`src/shared/energy_pkg.sv`:
```
// Purpose: constants, register map and carriers of the energy accumulator
// Assumes: 40 MHz core clock, 32-bit register port, word addressed by 4
// Notes:   command registers sit at command code times four
package energy_pkg;
  localparam int          CLK_HZ      = 40_000_000;
  localparam int          MS_DIV      = 1000;
  localparam int          T_EOUT_MS   = 50;
  localparam int          T_EIN_MS    = 100;
  localparam int          EOUT_CYC    = CLK_HZ / MS_DIV * T_EOUT_MS;
  localparam int          EIN_MAX_CYC = CLK_HZ / MS_DIV * T_EIN_MS;
  localparam logic [2:0]  AC_CYCLES   = 3'h4;
  localparam logic [5:0]  DIV_LAST    = 6'h1F;

  localparam int          AW = 10;
  localparam int          DW = 32;
  localparam logic [7:0]  CMD_VOUT_MODE = 8'h20;
  localparam logic [7:0]  CMD_COEFF     = 8'h30;
  localparam logic [7:0]  CMD_CML       = 8'h7E;
  localparam logic [7:0]  CMD_READ_EIN  = 8'h86;
  localparam logic [7:0]  CMD_READ_EOUT = 8'h87;
  localparam logic [7:0]  CMD_READ_VOUT = 8'h8B;
  localparam logic [7:0]  CMD_EFF_HL    = 8'hAB;
  localparam logic [AW-1:0] A_VOUT_MODE = {CMD_VOUT_MODE, 2'h0};
  localparam logic [AW-1:0] A_COEFF     = {CMD_COEFF, 2'h0};
  localparam logic [AW-1:0] A_CML       = {CMD_CML, 2'h0};
  localparam logic [AW-1:0] A_EIN       = {CMD_READ_EIN, 2'h0};
  localparam logic [AW-1:0] A_EOUT      = {CMD_READ_EOUT, 2'h0};
  localparam logic [AW-1:0] A_VOUT      = {CMD_READ_VOUT, 2'h0};
  localparam logic [AW-1:0] A_EFF_HL    = {CMD_EFF_HL, 2'h0};
  localparam logic [AW-1:0] A_LIN_IN    = 10'h3E0;
  localparam logic [AW-1:0] A_LIN_OUT   = 10'h3E4;
  localparam logic [AW-1:0] A_EIN_N     = 10'h3E8;
  localparam logic [AW-1:0] A_EOUT_N    = 10'h3EC;
  localparam logic [AW-1:0] A_STATUS    = 10'h3F0;
  localparam logic [AW-1:0] A_MASK      = 10'h3F4;

  localparam logic [7:0]  COEF_M       = 8'h01;
  localparam logic [7:0]  COEF_R       = 8'h00;
  localparam logic [7:0]  COEF_B       = 8'h00;
  localparam logic [2:0]  MODE_LINEAR  = 3'h0;
  localparam logic [4:0]  VOUT_EXP     = 5'h17;
  localparam logic [7:0]  BLK_COUNT    = 8'h06;
  localparam logic [14:0] ACC_MAX      = 15'h7FFF;
  localparam int          CML_INVALID  = 6;
  localparam logic [3:0]  EFF_LAST     = 4'hD;
  localparam int          EFF_BYTES    = 14;
  localparam int          ST_EIN       = 0;
  localparam int          ST_EOUT      = 1;
  localparam int          ST_CML       = 2;
  localparam int          NST          = 3;
  localparam logic [7:0]  EFF_DEFAULT [EFF_BYTES] = '{default: 8'h00};

  typedef struct packed {
    logic [AW-1:0] addr;
    logic [DW-1:0] wdata;
    logic          wr;
    logic          rd;
  } reg_req_t;

  typedef struct packed {
    logic          valid;
    logic [14:0]   power;
  } sample_t;

  typedef enum logic [0:0] {DIV_IDLE, DIV_RUN} div_state_t;
endpackage : energy_pkg

```
`src/rtl/energy_accum.sv`:
```
// Purpose: input/output energy accumulators with latched read-back
// Assumes: power samples arrive as strobes on core_clk; line_zc is a pin
// Notes:   register port answers every read one cycle later
//
// Implementation choices: the address-and-strobe port and the register offsets.
`timescale 1ns/1ps
`default_nettype none
module energy_accum
  import energy_pkg::*;
#(
  parameter int EOUT_WIN  = EOUT_CYC,
  parameter int EIN_LIMIT = EIN_MAX_CYC
) (
  input  wire logic          core_clk,
  input  wire logic          rst_b,
  input  wire logic          clk_en,
  input  wire logic          line_zc,
  input  wire sample_t       pin_smp,
  input  wire sample_t       pout_smp,
  input  wire logic [15:0]   vout_mant,
  input  wire reg_req_t      req,
  output logic [DW-1:0]      rdata,
  output logic               irq
);

  function automatic logic [31:0] lin_scale(input logic [31:0] v,
                                            input logic [4:0]  n);
    logic [4:0] mag;
    mag = n[4] ? 5'(-n) : n;
    // negative exponents shift right arithmetically
    if (n[4]) lin_scale = 32'($signed(v) >>> mag);
    else      lin_scale = v << mag;
  endfunction : lin_scale

  // line zero-cross: three flops, change taken when last two agree
  logic [2:0] zc_sync;
  logic       zc_stable;
  logic       zc_rise;
  always_ff @(posedge core_clk or negedge rst_b) begin
    if (!rst_b) begin
      zc_sync   <= 3'h0;
      zc_stable <= 1'b0;
      zc_rise   <= 1'b0;
    end else if (clk_en) begin
      zc_sync <= {zc_sync[1:0], line_zc};
      zc_rise <= 1'b0;
      if (zc_sync[1] == zc_sync[2] && zc_sync[2] != zc_stable) begin
        zc_stable <= zc_sync[2];
        zc_rise   <= zc_sync[2];
      end
    end
  end

  // input window: four line cycles, forced closed at the time limit
  logic [2:0]  ac_cnt;
  logic [31:0] ein_tmr;
  logic [31:0] eout_tmr;
  logic        ein_close;
  logic        eout_close;
  logic        win_end [2];

  always_comb begin
    ein_close  = (zc_rise && ac_cnt == AC_CYCLES - 3'h1) ||
                 ein_tmr == 32'(EIN_LIMIT - 1);
    eout_close = eout_tmr == 32'(EOUT_WIN - 1);
  end

  always_ff @(posedge core_clk or negedge rst_b) begin
    if (!rst_b) begin
      ac_cnt <= 3'h0;
    end else if (clk_en) begin
      if (ein_close) begin
        ac_cnt <= 3'h0;
      end else if (zc_rise) begin
        ac_cnt <= ac_cnt + 3'h1;
      end
    end
  end

  // time limit bounds the update period when line cycles go missing
  always_ff @(posedge core_clk or negedge rst_b) begin
    if (!rst_b) begin
      ein_tmr <= 32'h0;
    end else if (clk_en) begin
      if (ein_close) begin
        ein_tmr <= 32'h0;
      end else begin
        ein_tmr <= ein_tmr + 32'h1;
      end
    end
  end

  always_ff @(posedge core_clk or negedge rst_b) begin
    if (!rst_b) begin
      eout_tmr <= 32'h0;
    end else if (clk_en) begin
      if (eout_close) begin
        eout_tmr <= 32'h0;
      end else begin
        eout_tmr <= eout_tmr + 32'h1;
      end
    end
  end

  // both strobes from one process, one cycle each
  always_ff @(posedge core_clk or negedge rst_b) begin
    if (!rst_b) begin
      win_end[0] <= 1'b0;
      win_end[1] <= 1'b0;
    end else if (clk_en) begin
      win_end[0] <= ein_close;
      win_end[1] <= eout_close;
    end
  end

  sample_t     smp [2];
  logic [14:0] acc [2];
  logic [7:0]  roll [2];
  logic [23:0] nsmp [2];
  logic        upd [2];
  assign smp[0] = pin_smp;
  assign smp[1] = pout_smp;

  for (genvar c = 0; c < 2; c++) begin : g_ch
    logic [31:0] win_sum;
    logic [15:0] win_cnt;
    logic [31:0] quo;
    logic [16:0] rem;
    logic [15:0] dvs;
    logic [5:0]  bits;
    div_state_t  dstate;
    logic [16:0] rem_sh;
    logic [15:0] avg;
    logic [15:0] acc_sum;

    always_comb begin
      rem_sh  = {rem[15:0], quo[31]};
      avg     = quo[15:0];
      acc_sum = {1'b0, acc[c]} + avg;
    end

    // window sum; a sample at the window edge opens the next window
    always_ff @(posedge core_clk or negedge rst_b) begin
      if (!rst_b) begin
        win_sum <= 32'h0;
        win_cnt <= 16'h0;
      end else if (clk_en) begin
        if (win_end[c]) begin
          win_sum <= smp[c].valid ? 32'(smp[c].power) : 32'h0;
          win_cnt <= smp[c].valid ? 16'h1 : 16'h0;
        end else if (smp[c].valid) begin
          win_sum <= win_sum + 32'(smp[c].power);
          win_cnt <= win_cnt + 16'h1;
        end
      end
    end

    // serial divide: sum over count, one quotient bit a cycle
    always_ff @(posedge core_clk or negedge rst_b) begin
      if (!rst_b) begin
        dstate <= DIV_IDLE;
        quo    <= 32'h0;
        rem    <= 17'h0;
        dvs    <= 16'h0;
        bits   <= 6'h0;
        upd[c] <= 1'b0;
      end else if (clk_en) begin
        upd[c] <= 1'b0;
        case (dstate)
          DIV_IDLE: begin
            if (win_end[c] && win_cnt != 16'h0) begin
              quo    <= win_sum;
              rem    <= 17'h0;
              dvs    <= win_cnt;
              bits   <= 6'h0;
              dstate <= DIV_RUN;
            end
          end
          DIV_RUN: begin
            if (rem_sh >= {1'b0, dvs}) begin
              rem <= rem_sh - {1'b0, dvs};
              quo <= {quo[30:0], 1'b1};
            end else begin
              rem <= rem_sh;
              quo <= {quo[30:0], 1'b0};
            end
            bits <= bits + 6'h1;
            if (bits == DIV_LAST) begin
              dstate <= DIV_IDLE;
              upd[c] <= 1'b1;
            end
          end
          default: dstate <= DIV_IDLE;
        endcase
      end
    end

    // average never exceeds fifteen bits, so at most one wrap per add
    always_ff @(posedge core_clk or negedge rst_b) begin
      if (!rst_b) begin
        acc[c]  <= 15'h0;
        roll[c] <= 8'h0;
        nsmp[c] <= 24'h0;
      end else if (clk_en && upd[c]) begin
        acc[c]  <= acc_sum[14:0];
        nsmp[c] <= nsmp[c] + 24'h1;
        if (acc_sum > {1'b0, ACC_MAX}) begin
          roll[c] <= roll[c] + 8'h1;
        end
      end
    end
  end

  // register file
  logic [15:0]    lin_word;
  logic [31:0]    lin_value;
  logic [31:0]    vout_volts;
  logic [3:0]     eff_idx;
  logic [23:0]    snap_n [2];
  logic [NST-1:0] status;
  logic [NST-1:0] mask;
  logic [NST-1:0] st_evt;
  logic [DW-1:0]  next_rdata;
  logic           cml_bad;
  logic           rd_status;
  logic           vmode_wr;
  logic [7:0]     eff_byte;

  always_comb begin
    lin_value  = lin_scale(32'($signed(lin_word[10:0])),
                           lin_word[15:11]);
    vout_volts = lin_scale({16'h0, vout_mant}, VOUT_EXP);
    rd_status  = req.rd && req.addr == A_STATUS;
    vmode_wr   = req.wr && req.addr == A_VOUT_MODE;
    // index past the last byte reads back zero
    eff_byte   = (int'(eff_idx) < EFF_BYTES) ? EFF_DEFAULT[eff_idx] : 8'h00;
    st_evt          = '0;
    st_evt[ST_EIN]  = upd[0];
    st_evt[ST_EOUT] = upd[1];
    st_evt[ST_CML]  = vmode_wr;
  end

  always_ff @(posedge core_clk or negedge rst_b) begin
    if (!rst_b) begin
      lin_word <= 16'h0;
    end else if (clk_en && req.wr && req.addr == A_LIN_IN) begin
      lin_word <= req.wdata[15:0];
    end
  end

  always_ff @(posedge core_clk or negedge rst_b) begin
    if (!rst_b) begin
      mask <= '0;
    end else if (clk_en && req.wr && req.addr == A_MASK) begin
      mask <= req.wdata[NST-1:0];
    end
  end

  always_ff @(posedge core_clk or negedge rst_b) begin
    if (!rst_b) begin
      eff_idx <= 4'h0;
    end else if (clk_en && req.wr && req.addr == A_EFF_HL) begin
      eff_idx <= req.wdata[3:0];
    end
  end

  // voltage mode is read only; a write is dropped and flagged
  always_ff @(posedge core_clk or negedge rst_b) begin
    if (!rst_b) begin
      cml_bad <= 1'b0;
    end else if (clk_en) begin
      if (vmode_wr) begin
        cml_bad <= 1'b1;
      end else if (req.wr && req.addr == A_CML &&
                   req.wdata[CML_INVALID]) begin
        cml_bad <= 1'b0;
      end
    end
  end

  // sticky events; a new event beats the clearing read
  always_ff @(posedge core_clk or negedge rst_b) begin
    if (!rst_b) begin
      status <= '0;
    end else if (clk_en) begin
      status <= (rd_status ? '0 : status) | st_evt;
    end
  end

  always_ff @(posedge core_clk or negedge rst_b) begin
    if (!rst_b) begin
      irq <= 1'b0;
    end else if (clk_en) begin
      irq <= |(status & mask);
    end
  end

  // read mux; unmapped or idle cycles give zero
  always_comb begin
    next_rdata = '0;
    if (req.rd) begin
      if (req.addr == A_EIN) begin
        next_rdata = {BLK_COUNT, roll[0], 1'b0, acc[0]};
      end else if (req.addr == A_EOUT) begin
        next_rdata = {BLK_COUNT, roll[1], 1'b0, acc[1]};
      end else if (req.addr == A_EIN_N) begin
        next_rdata = {8'h00, snap_n[0]};
      end else if (req.addr == A_EOUT_N) begin
        next_rdata = {8'h00, snap_n[1]};
      end else if (req.addr == A_COEFF) begin
        next_rdata = {8'h00, COEF_B, COEF_R, COEF_M};
      end else if (req.addr == A_VOUT_MODE) begin
        next_rdata = {24'h0, MODE_LINEAR, VOUT_EXP};
      end else if (req.addr == A_VOUT) begin
        next_rdata = vout_volts;
      end else if (req.addr == A_CML) begin
        next_rdata = 32'(cml_bad) << CML_INVALID;
      end else if (req.addr == A_EFF_HL) begin
        next_rdata = {23'h0, eff_idx == EFF_LAST, eff_byte};
      end else if (req.addr == A_LIN_IN) begin
        next_rdata = {16'h0, lin_word};
      end else if (req.addr == A_LIN_OUT) begin
        next_rdata = lin_value;
      end else if (req.addr == A_STATUS) begin
        next_rdata = 32'(status);
      end else if (req.addr == A_MASK) begin
        next_rdata = 32'(mask);
      end
    end
  end

  always_ff @(posedge core_clk or negedge rst_b) begin
    if (!rst_b) begin
      rdata <= '0;
    end else if (clk_en) begin
      rdata <= next_rdata;
    end
  end

  // count taken at the same edge as the energy word, so they always pair
  always_ff @(posedge core_clk or negedge rst_b) begin
    if (!rst_b) begin
      snap_n[0] <= 24'h0;
      snap_n[1] <= 24'h0;
    end else if (clk_en && req.rd) begin
      if (req.addr == A_EIN) begin
        snap_n[0] <= nsmp[0];
      end else if (req.addr == A_EOUT) begin
        snap_n[1] <= nsmp[1];
      end
    end
  end

endmodule : energy_accum
`default_nettype wire

```
`config.mk`:
```
export PLATFORM = sky130hd
export DESIGN_NAME = energy_accum
export DESIGN_NICKNAME = d
export VERILOG_FILES = /design/src/shared/energy_pkg.sv /design/src/rtl/energy_accum.sv
export SDC_FILE = /design/constraint.sdc
export NUM_CORES = 1
export LEC_CHECK = 0
export BUFFER_PORTS_ARGS = -buffer_cell sky130_fd_sc_hd__clkbuf_2
export CORE_MARGIN = 3
export CORE_UTILIZATION = 52
export DETAILED_ROUTE_END_ITERATION = 10
export PLACE_DENSITY = 0.7
export SLEW_MARGIN = 20
export SYNTH_ARGS = -nofsm -noshare
export SYNTH_HDL_FRONTEND = slang
export SYNTH_SLANG_ARGS = --single-unit
```
`constraint.sdc`:
```
create_clock -name core_clk -period 4.5 [get_ports core_clk]
set_clock_uncertainty 0.15 [all_clocks]
set_input_delay 0.9 -clock core_clk [delete_from_list [all_inputs] [get_ports core_clk]]
set_output_delay 0.9 -clock core_clk [all_outputs]
set_load 0.02 [all_outputs]
```
==> results of run 1 <==
[layout make-up]
type                       count  area, um2
fill                        4587      22440
multi-input combinational   2194      14830
sequential                   512      12810
clock buffer                  76       1575
timing repair buffer         158       1016
tap                          696      870.8
inverter                      89      334.1
clock inverter                23      254.0
antenna                        2      5.005
[sequential cells by signal (all words and copies together) (netlist names), 4 cells and up]
signal,cells
g_ch.win_sum,64
acc,30
rdata,28
snap_n,48
nsmp,48
roll,16
lin_word,16
g_ch.rem,32
g_ch.bits,12
ein_tmr,32
g_ch.win_cnt,32
g_ch.quo,64
g_ch.dvs,32
eout_tmr,32
eff_idx,4
[layer usage]
layer  GRT usage, %  part of all wire, %
met1          36.33                   46
met2          38.54                   45
met3          3.326                  6.1
met4          8.780                  3.1
met5              0                    0
[worst paths after layout]
path | start | endpoint | cells after the start
hold reg to reg | eout_tmr[4] | eout_tmr[4] | 1
setup / recovery | lin_word[12] | rdata[10] | 9
min in group core_clk | eout_tmr[4] | eout_tmr[4] | 1
hold / removal | rst_b | lin_word[11] | 1
setup reg to reg | lin_word[12] | rdata[10] | 9
max in group asynchronous | rst_b | ein_tmr[29] | 2
[cells in the final DEF (no fill, tap or decap), types with 19 or more instances in the layout]
| cell | n |
|---|---|
| dfrtp_1 | 511 |
| nand2_1 | 320 |
| o21ai_0 | 249 |
| nor2_1 | 215 |
| xnor2_1 | 129 |
| a21oi_1 | 107 |
| ha_1 | 107 |
| nand3_1 | 106 |
| xor2_1 | 101 |
| clkbuf_2 | 101 |
| inv_1 | 87 |
| mux2i_1 | 82 |
| and3_1 | 80 |
| mux2_2 | 77 |
| nand4_1 | 60 |
| a221o_1 | 60 |
| clkbuf_16 | 55 |
| nor3_1 | 50 |
| buf_4 | 50 |
| a21o_1 | 37 |
| a22oi_1 | 28 |
| nor2b_1 | 27 |
| or3_1 | 26 |
| nor4_1 | 25 |
| o21a_1 | 23 |
| a31oi_1 | 21 |
| nand2b_1 | 19 |
| and2_1 | 19 |
[worst max-delay path, cell delays in order, from the launching register on]
cell	delay, ns
dfrtp_1	0.52
inv_1	0.17
ha_1	0.32
mux2_2	0.39
mux4_2	0.43
mux2i_1	0.38
o22ai_1	0.18
a221oi_1	0.39
nor2_1	0.15
a221o_1	0.28
[power by group]
group          total (mW)  internal, mW  switching [mW]
sequential           5.93          5.24           0.689
combinational        4.08          1.84            2.24
clock                4.60          2.68            1.92
total                14.6          9.75            4.85
[logic make-up after synthesis]
group	count (synthesis)	share of synthesized area, %
simple gates	1003	17.03
flops	512	44.86
buf+inv	228	3.329
compound gates	674	15.53
mux	174	7.092
fa+ha+maj	113	5.108
xor+xnor	230	7.053
==> results_dict.tcl, run 1 <==
set metrics [dict create \
    outcome "finished, final reports clean" \
    min_period_ns 3.482 \
    die_area_um2 57770 \
    synth_ff_type "dfrtp_1" \
    cts_hold_buffers 0 \
    gp_congestion 1.024 \
    ir_worst_vdd_v 0.0003744 \
    path_class "register to register" \
    power.density_nw_per_um2 460.9 \
    rsz0062_at_grt "false" \
    min_path_type "input pin to async pin" \
    rrSetupSlack_ns 1.02 \
    synth_top_area_share_pct 44.86 \
    stdcell_count 3750 \
    grt_pass1_vias 22174 \
    worst_slack_ns 1.018 \
    start_kind "register" \
    clock_path_buffers 3 \
    hold-worst-slack_ns 0.1582 \
    fmax_ghz 0.2872 \
    synth_common_cells "512 x dfrtp_1, 320 x nand2_1, 249 x o21ai_0, 215 x nor2_1, 129 x xnor2_1" \
    grt_pass1_wl_um 117400 \
    syn-num-nets 3143 \
    dpl-instance-area_um2 29860 \
    die_w_um 240.4 \
    core_area_um2 54130 \
    dp_hpwl_um 51890 \
    route.detailed.drc 0 \
    synthTopCellsByArea "dfrtp_1 45%, ha_1 4.7%, o21ai_0 4.4%" \
    slew_viol_final 0 \
    tightest_slew_ns 1.004 \
    cts.sinks 512 \
    vias 22891 \
    cts_tree "done" \
    end_kind "register" \
    syn-cell-area_um2 28560 \
    num_rows 85 \
    viasPerCell 6.104 \
    root_buffer "clkbuf_16" \
    power_mw 14.61 \
    crit_fanout 16 \
    final_hold_viol_count 0 \
    drv_cap 0 \
    leakagePower_nw 14.75 \
    post-cts-setup-buffer-count 0 \
    synth_top_cell_by_area "dfrtp_1" \
    synth-edff-count 0 \
    clkLatencyLatePin_ns 0.62 \
    htreeDepth 2 \
    final_nets 3219 \
    grtUsageTotal_pct 24.96 \
    layout-drive-gt1-share_pct 12.06 \
    numCtsBuffers 55 \
    drt_iter0_drc 2202 \
    synthArstFlopShare_pct 100.0 \
    grt_overflow 0 \
    die_h_um 240.4 \
    dp.cells 3649 \
    yosys_warnings 0 \
    io_buffers 103 \
    setup-violations-final 0 \
    clkSlewWorstSetupHoldPaths_ns 0.06 \
    firstDrtPassIters 5 \
    ys_seq_area_share_pct 44.86 \
    postLayoutCellArea_um2 31700 \
    pin_count 129 \
    ys_types 82 \
    post-synth-top-count-cell "dfrtp_1" \
    cp.arrival_ns 3.82 \
    avgSynthCellArea_um2 9.735 \
    finish.utilization_pct 58.55 \
    netlist_instances 2934 \
    syn_to_final_growth_pct 10.98 \
    start_util_pct 52.76 \
    wl_per_cell_um 19.32 \
    wirelength_um 72450 \
    ys_seq_elements 512 \
    grt_antenna_before_repair 3 \
    relSlewSlack_pct 33.07 \
    worstPathRequired_ns 4.84 \
    setup_tns_ns 0 \
    fin_crit_sh_pct 77.37 \
    post_cts_resized 0 \
    pre_cts_ws_ns 0.5834 \
    antenna_left 0 \
    grt_max_degree 100 \
]
Power figures use the tool's default switching activity.
==> run 2: changes to the inputs <==
--- a/config.mk
+++ b/config.mk
@@ -9,7 +9,7 @@
 export CORE_MARGIN = 3
 export CORE_UTILIZATION = 52
 export DETAILED_ROUTE_END_ITERATION = 10
-export PLACE_DENSITY = 0.7
+export PLACE_DENSITY = 0.73
 export SLEW_MARGIN = 20
 export SYNTH_ARGS = -nofsm -noshare
 export SYNTH_HDL_FRONTEND = slang
==> constraint.sdc (replaced) <==
create_clock -name core_clk -period 3.1 [get_ports core_clk]
set_clock_uncertainty 0.15 [all_clocks]
set_input_delay 0.62 -clock core_clk [delete_from_list [all_inputs] [get_ports core_clk]]
set_output_delay 0.62 -clock core_clk [all_outputs]
set_load 0.02 [all_outputs]
==> run 2 against run 1 <==
Effect of this change:
- cell area is 3.1% higher
- combinational power increased by 55%
- critical path depth rose by 1
- largest cell class unchanged
- final cell count is 2.4% higher
- largest power group unchanged
==> results_dict.tcl, run 2 (synthesized netlist as in run 1, its figures left out) <==
set metrics [dict create \
    outcome "finished, final reports clean" \
    rrSetupSlack_ns 0.08 \
    min_path_type "input pin to register" \
    final_nets 3310 \
    num_rows 85 \
    final_hold_viol_count 0 \
    die_w_um 240.4 \
    fillCellCount 4468 \
    max_stage_delay_ns 0.52 \
    grt_pass1_wl_um 120000 \
    path_class "register to register" \
    wirelength_um 74640 \
    slew_viol_final 0 \
    drt_iter0_drc 2094 \
    start_kind "register" \
    drv_cap 0 \
    route.detailed.drc 0 \
    layout-drive-gt1-share_pct 14.74 \
    grt_max_degree 83 \
    cts.sinks 512 \
    clkLatencyLatePin_ns 0.61 \
    power.density_nw_per_um2 670.4 \
    cp.arrival_ns 3.34 \
    setup-violations-final 0 \
    start_util_pct 52.76 \
    cts_tree "done" \
    crit_chain "inv_2 > ha_1 > mux2_2 > buf_4 > mux4_2 > buf_4 > a21oi_1 > a31oi_1 > a221oi_1 > o21ai_0" \
    antenna_left 0 \
    wl_per_cell_um 19.44 \
    clock_path_buffers 3 \
    pin_count 129 \
    tightest_slew_ns 0.8015 \
    fmax_ghz 0.3314 \
    finish.utilization_pct 60.34 \
    dp.cells 3740 \
    syn_to_final_growth_pct 14.37 \
    final_common_cell "dfrtp_1" \
    final_cell_mix "510 x dfrtp_1, 320 x nand2_1, 246 x o21ai_0, 215 x nor2_1, 130 x buf_4" \
    regArea_um2 12810 \
    end_kind "register" \
    path_buf_inv 3 \
    fin_crit_sh_pct 97.33 \
    crit_fanout 11 \
    viasPerCell 6.069 \
    dp_hpwl_um 53710 \
    grtUsageTotal_pct 25.61 \
    root_buffer "clkbuf_16" \
    grt_overflow 0 \
    rsz0062_at_grt "false" \
    relSlewSlack_pct 46.57 \
    vias 23300 \
    top_regs "g_ch.quo x64, g_ch.win_sum x64" \
    clkSlewWorstSetupHoldPaths_ns 0.06 \
    grt_antenna_before_repair 3 \
    die_h_um 240.4 \
    leakagePower_nw 15.28 \
    die_area_um2 57770 \
    io_buffers 103 \
    htreeDepth 2 \
    ir_worst_vdd_v 0.0004720 \
    worstPathRequired_ns 3.42 \
    firstDrtPassIters 6 \
    core_area_um2 54130 \
    numCtsBuffers 53 \
    min_period_ns 3.017 \
    hold-worst-slack_ns 0.1026 \
    cpMostUsedCell "buf_4" \
    cpMaxStageDelayCell "a221oi_1" \
    stdcell_count 3839 \
    gp_congestion 0.9401 \
    cp_top_family "compound AO/OA/AOI/OAI gates" \
    grt_pass1_vias 22795 \
    multi_input_area_um2 14870 \
]
## run 2: through the flow
stage	cell area (um2)	total power, mW	TNS [ns]	setup slack, ns
6_report	32670	21.90	0	0.08291
2_1_floorplan	28560	12.95	0	0.1334
3_5_place_dp	30690	14.83	-2.606	-0.2143
3_3_place_gp	30690	14.51	-1.744	-0.1978
5_1_grt	32670	23.12	0	0.002485
4_1_cts	32620	21.90	0	0.06734
## run 2: per-layer routing
metal	up-vias	GRT usage (%)	share of wire, %
met5	-	0	0.042
met4	4	7.304	2.7
met3	133	4.646	6.4
met2	713	40.92	46
met1	11499	35.98	45
li1	10951	-	-
## run 2: repair_timing
item / 4_1_cts / 5_1_grt
setup endpoints to repair: 0 / 30
hold buffers: 1 / 0
buffers inserted: 0 / 1
hold endpoints to repair: 41 / 0
gates resized for setup: 0 / 10
## run 2: area by class of cell
| type | instances | share of cell area, % |
|---|---|---|
| Antenna cell | 1 | 0.007661 |
| Multi-Input combinational cell | 2194 | 45.51 |
| Timing Repair Buffer | 251 | 5.715 |
| Inverter | 89 | 1.023 |
| Clock buffer | 73 | 4.727 |
| Tap cell | 696 | 2.666 |
| Sequential cell | 512 | 39.23 |
| Clock inverter | 23 | 1.122 |
## run 2: final timing paths
check	from	endpoint	cells past startpoint
setup / recovery	lin_word[11]	rdata[3]	10
hold / removal	req[11]	lin_word[9]	2
setup reg to reg	lin_word[11]	rdata[3]	10
hold reg to reg	nsmp[23]	nsmp[23]	1
max in group asynchronous	rst_b	g_ch[1].dvs[10]	4
min in group asynchronous	rst_b	lin_word[12]	2
## run 2: report_power, final
group | switching (mW) | internal, mW | leakage (nW) | total, mW
sequential | 1.01 | 7.60 | 6.84 | 8.61
combinational | 3.39 | 2.92 | 7.51 | 6.31
clock | 2.75 | 4.23 | 0.932 | 6.98
total | 7.15 | 14.8 | 15.3 | 21.9
==> run 3: changes to the inputs <==
--- a/config.mk
+++ b/config.mk
@@ -6,7 +6,7 @@
 export NUM_CORES = 1
 export LEC_CHECK = 0
 export BUFFER_PORTS_ARGS = -buffer_cell sky130_fd_sc_hd__clkbuf_2
-export CORE_MARGIN = 3
+export CORE_MARGIN = 10
 export CORE_UTILIZATION = 52
 export DETAILED_ROUTE_END_ITERATION = 10
 export PLACE_DENSITY = 0.73
==> run 3 against run 2 <==
Effect of this change:
- cell area fell by 0.27%
- register-to-register slack improved by 0.02 ns
- worst setup slack improved by 0.023 ns
- non-clock buffer count fell by 6
- largest cell class unchanged
- highest routed layer is now met4
- routed wire length fell by 1.2%
- count of clock-buffer cells in the layout rose by 4
- hold slack got worse by 0.021 ns
==> results_dict.tcl, run 3 (synthesized netlist as in run 1, its figures left out) <==
set metrics [dict create \
    min_path_cells 3 \
    clkLatencyLatePin_ns 0.61 \
    cp_top_family "multiplexers" \
    fmax_ghz 0.3340 \
    die_w_um 254.4 \
    reg2regPathDepth 10 \
    setup-violations-final 0 \
    root_buffer "clkbuf_16" \
    worstPathRequired_ns 3.45 \
    path_class "register to register" \
    hold-worst-slack_ns 0.08171 \
    antenna_left 0 \
    vias 23154 \
    syn_to_final_growth_pct 14.06 \
    finish.utilization_pct 60.18 \
    final_hold_viol_count 0 \
    pin_count 129 \
    cts_tree "done" \
    path_buf_inv 2 \
    grt_pass1_vias 23180 \
    route.detailed.drc 0 \
    min_path_type "input pin to register" \
    drt_iter0_drc 1866 \
    relSlewSlack_pct 47.97 \
    grt_antenna_before_repair 0 \
    min_period_ns 2.994 \
    fin_crit_sh_pct 96.59 \
    stdcell_count 3833 \
    reg2reg_to "rdata[9]" \
    cpMostUsedCell "o211ai_1" \
    numCtsBuffers 54 \
    cts.sinks 512 \
    gp_congestion 0.9408 \
    drv_cap 0 \
    cpMaxStageDelayCell "mux2_2" \
    top_regs "g_ch.quo x64, g_ch.win_sum x64" \
    layout-drive-gt1-share_pct 14.54 \
    outcome "finished, final reports clean" \
    slew_viol_final 0 \
    crit_fanout 13 \
    dp.cells 3733 \
    ir_worst_vdd_v 0.0005309 \
    grtUsageTotal_pct 22.72 \
    leakagePower_nw 15.25 \
    min_to "lin_word[11]" \
    crit_chain "inv_2 > ha_1 > mux2_2 > buf_4 > mux4_2 > mux2i_1 > o211ai_1 > o211ai_1 > a31oi_1 > a221o_1" \
    end_kind "register" \
    wl_per_cell_um 19.25 \
    clkSlewWorstSetupHoldPaths_ns 0.06 \
    power.density_nw_per_um2 667.8 \
    start_util_pct 52.76 \
    clock_path_buffers 3 \
    grt_overflow 0 \
    wirelength_um 73770 \
    worstHoldStart "req[13]" \
    final_nets 3305 \
    final_cell_mix "511 x dfrtp_1, 320 x nand2_1, 246 x o21ai_0, 215 x nor2_1, 129 x xnor2_1" \
    tightest_slew_ns 0.7805 \
    cp.arrival_ns 3.34 \
    die_h_um 254.4 \
    dp_hpwl_um 53650 \
    grt_pass1_wl_um 121100 \
    die_area_um2 64700 \
    firstDrtPassIters 7 \
    num_rows 85 \
    grt_max_degree 93 \
    io_buffers 103 \
    max_stage_delay_ns 0.40 \
    setup_tns_ns 0 \
    htreeDepth 2 \
    viasPerCell 6.041 \
    n_antenna_cell 0 \
    final_common_cell "dfrtp_1" \
    rrSetupSlack_ns 0.11 \
    core_area_um2 54130 \
    r2r_start "lin_word[11]" \
    start_kind "register" \
]
-- run 3: worst max path at each step --
stage,from,to,slack [ns],depth (start not counted)
6_report,lin_word[11],rdata[9],0.11,10
5_1_grt,g_ch[0].rem[7],g_ch[0].rem[13],-0.005,9
4_1_cts,g_ch[0].rem[7],g_ch[0].rem[14],0.01,9
3_5_place_dp,pout_smp[0],g_ch[1].win_sum[24],-0.08,13
3_3_place_gp,pout_smp[0],g_ch[1].win_sum[16],-0.07,13
2_1_floorplan,pout_smp[1],g_ch[1].win_sum[27],0.13,10
-- run 3: power breakdown --
part           leakage (nW)  switching [mW]  internal (mW)
clock network         0.935            2.73           4.14
logic                  7.48            3.35           2.92
registers              6.84            1.01           7.60
total                  15.3            7.09           14.7
-- run 3: repair_timing --
action / in CTS / in global routing
resized for setup: 0 / 11
hold buffers: 1 / 0
hold endpoints to repair: 26 / 0
buffers inserted: 0 / 2
endpoints found under the setup margin: 0 / 27
-- run 3: area by class of cell --
class	instances	area, um2
flip-flops and latches	512	12810
clock inverters	20	300.3
inverters	89	334.1
well taps	696	870.8
multi-input cells	2194	14870
clock buffers	77	1589
fillers	4505	21560
repair buffers	245	1797
-- run 3: through the flow --
step           setup slack, ns  cell area [um2]  total power [mW]
2_1_floorplan           0.1334            28560             12.95
3_3_place_gp          -0.07375            30620             14.50
3_5_place_dp          -0.08407            30620             14.83
4_1_cts                0.01380            32520             21.82
5_1_grt              -0.005248            32580             23.07
6_report                0.1058            32580             21.76
-- run 3: worst reg2reg max path, cell delays in order (launching register included) --
cell and delay, ns:
dfrtp_1 0.39, inv_2 0.05, ha_1 0.30, mux2_2 0.40, buf_4 0.19, mux4_2 0.34, mux2i_1 0.23, o211ai_1 0.11
o211ai_1 0.20, a31oi_1 0.21, a221o_1 0.31
-- run 3: per-layer routing --
metal,vias to the layer above,GRT usage (%),share of wire (%)
met4,0,6.653,2.5
met1,11397,31.09,45
li1,10929,-,-
met3,128,4.041,6.3
met2,700,36.42,46
met5,-,0,0
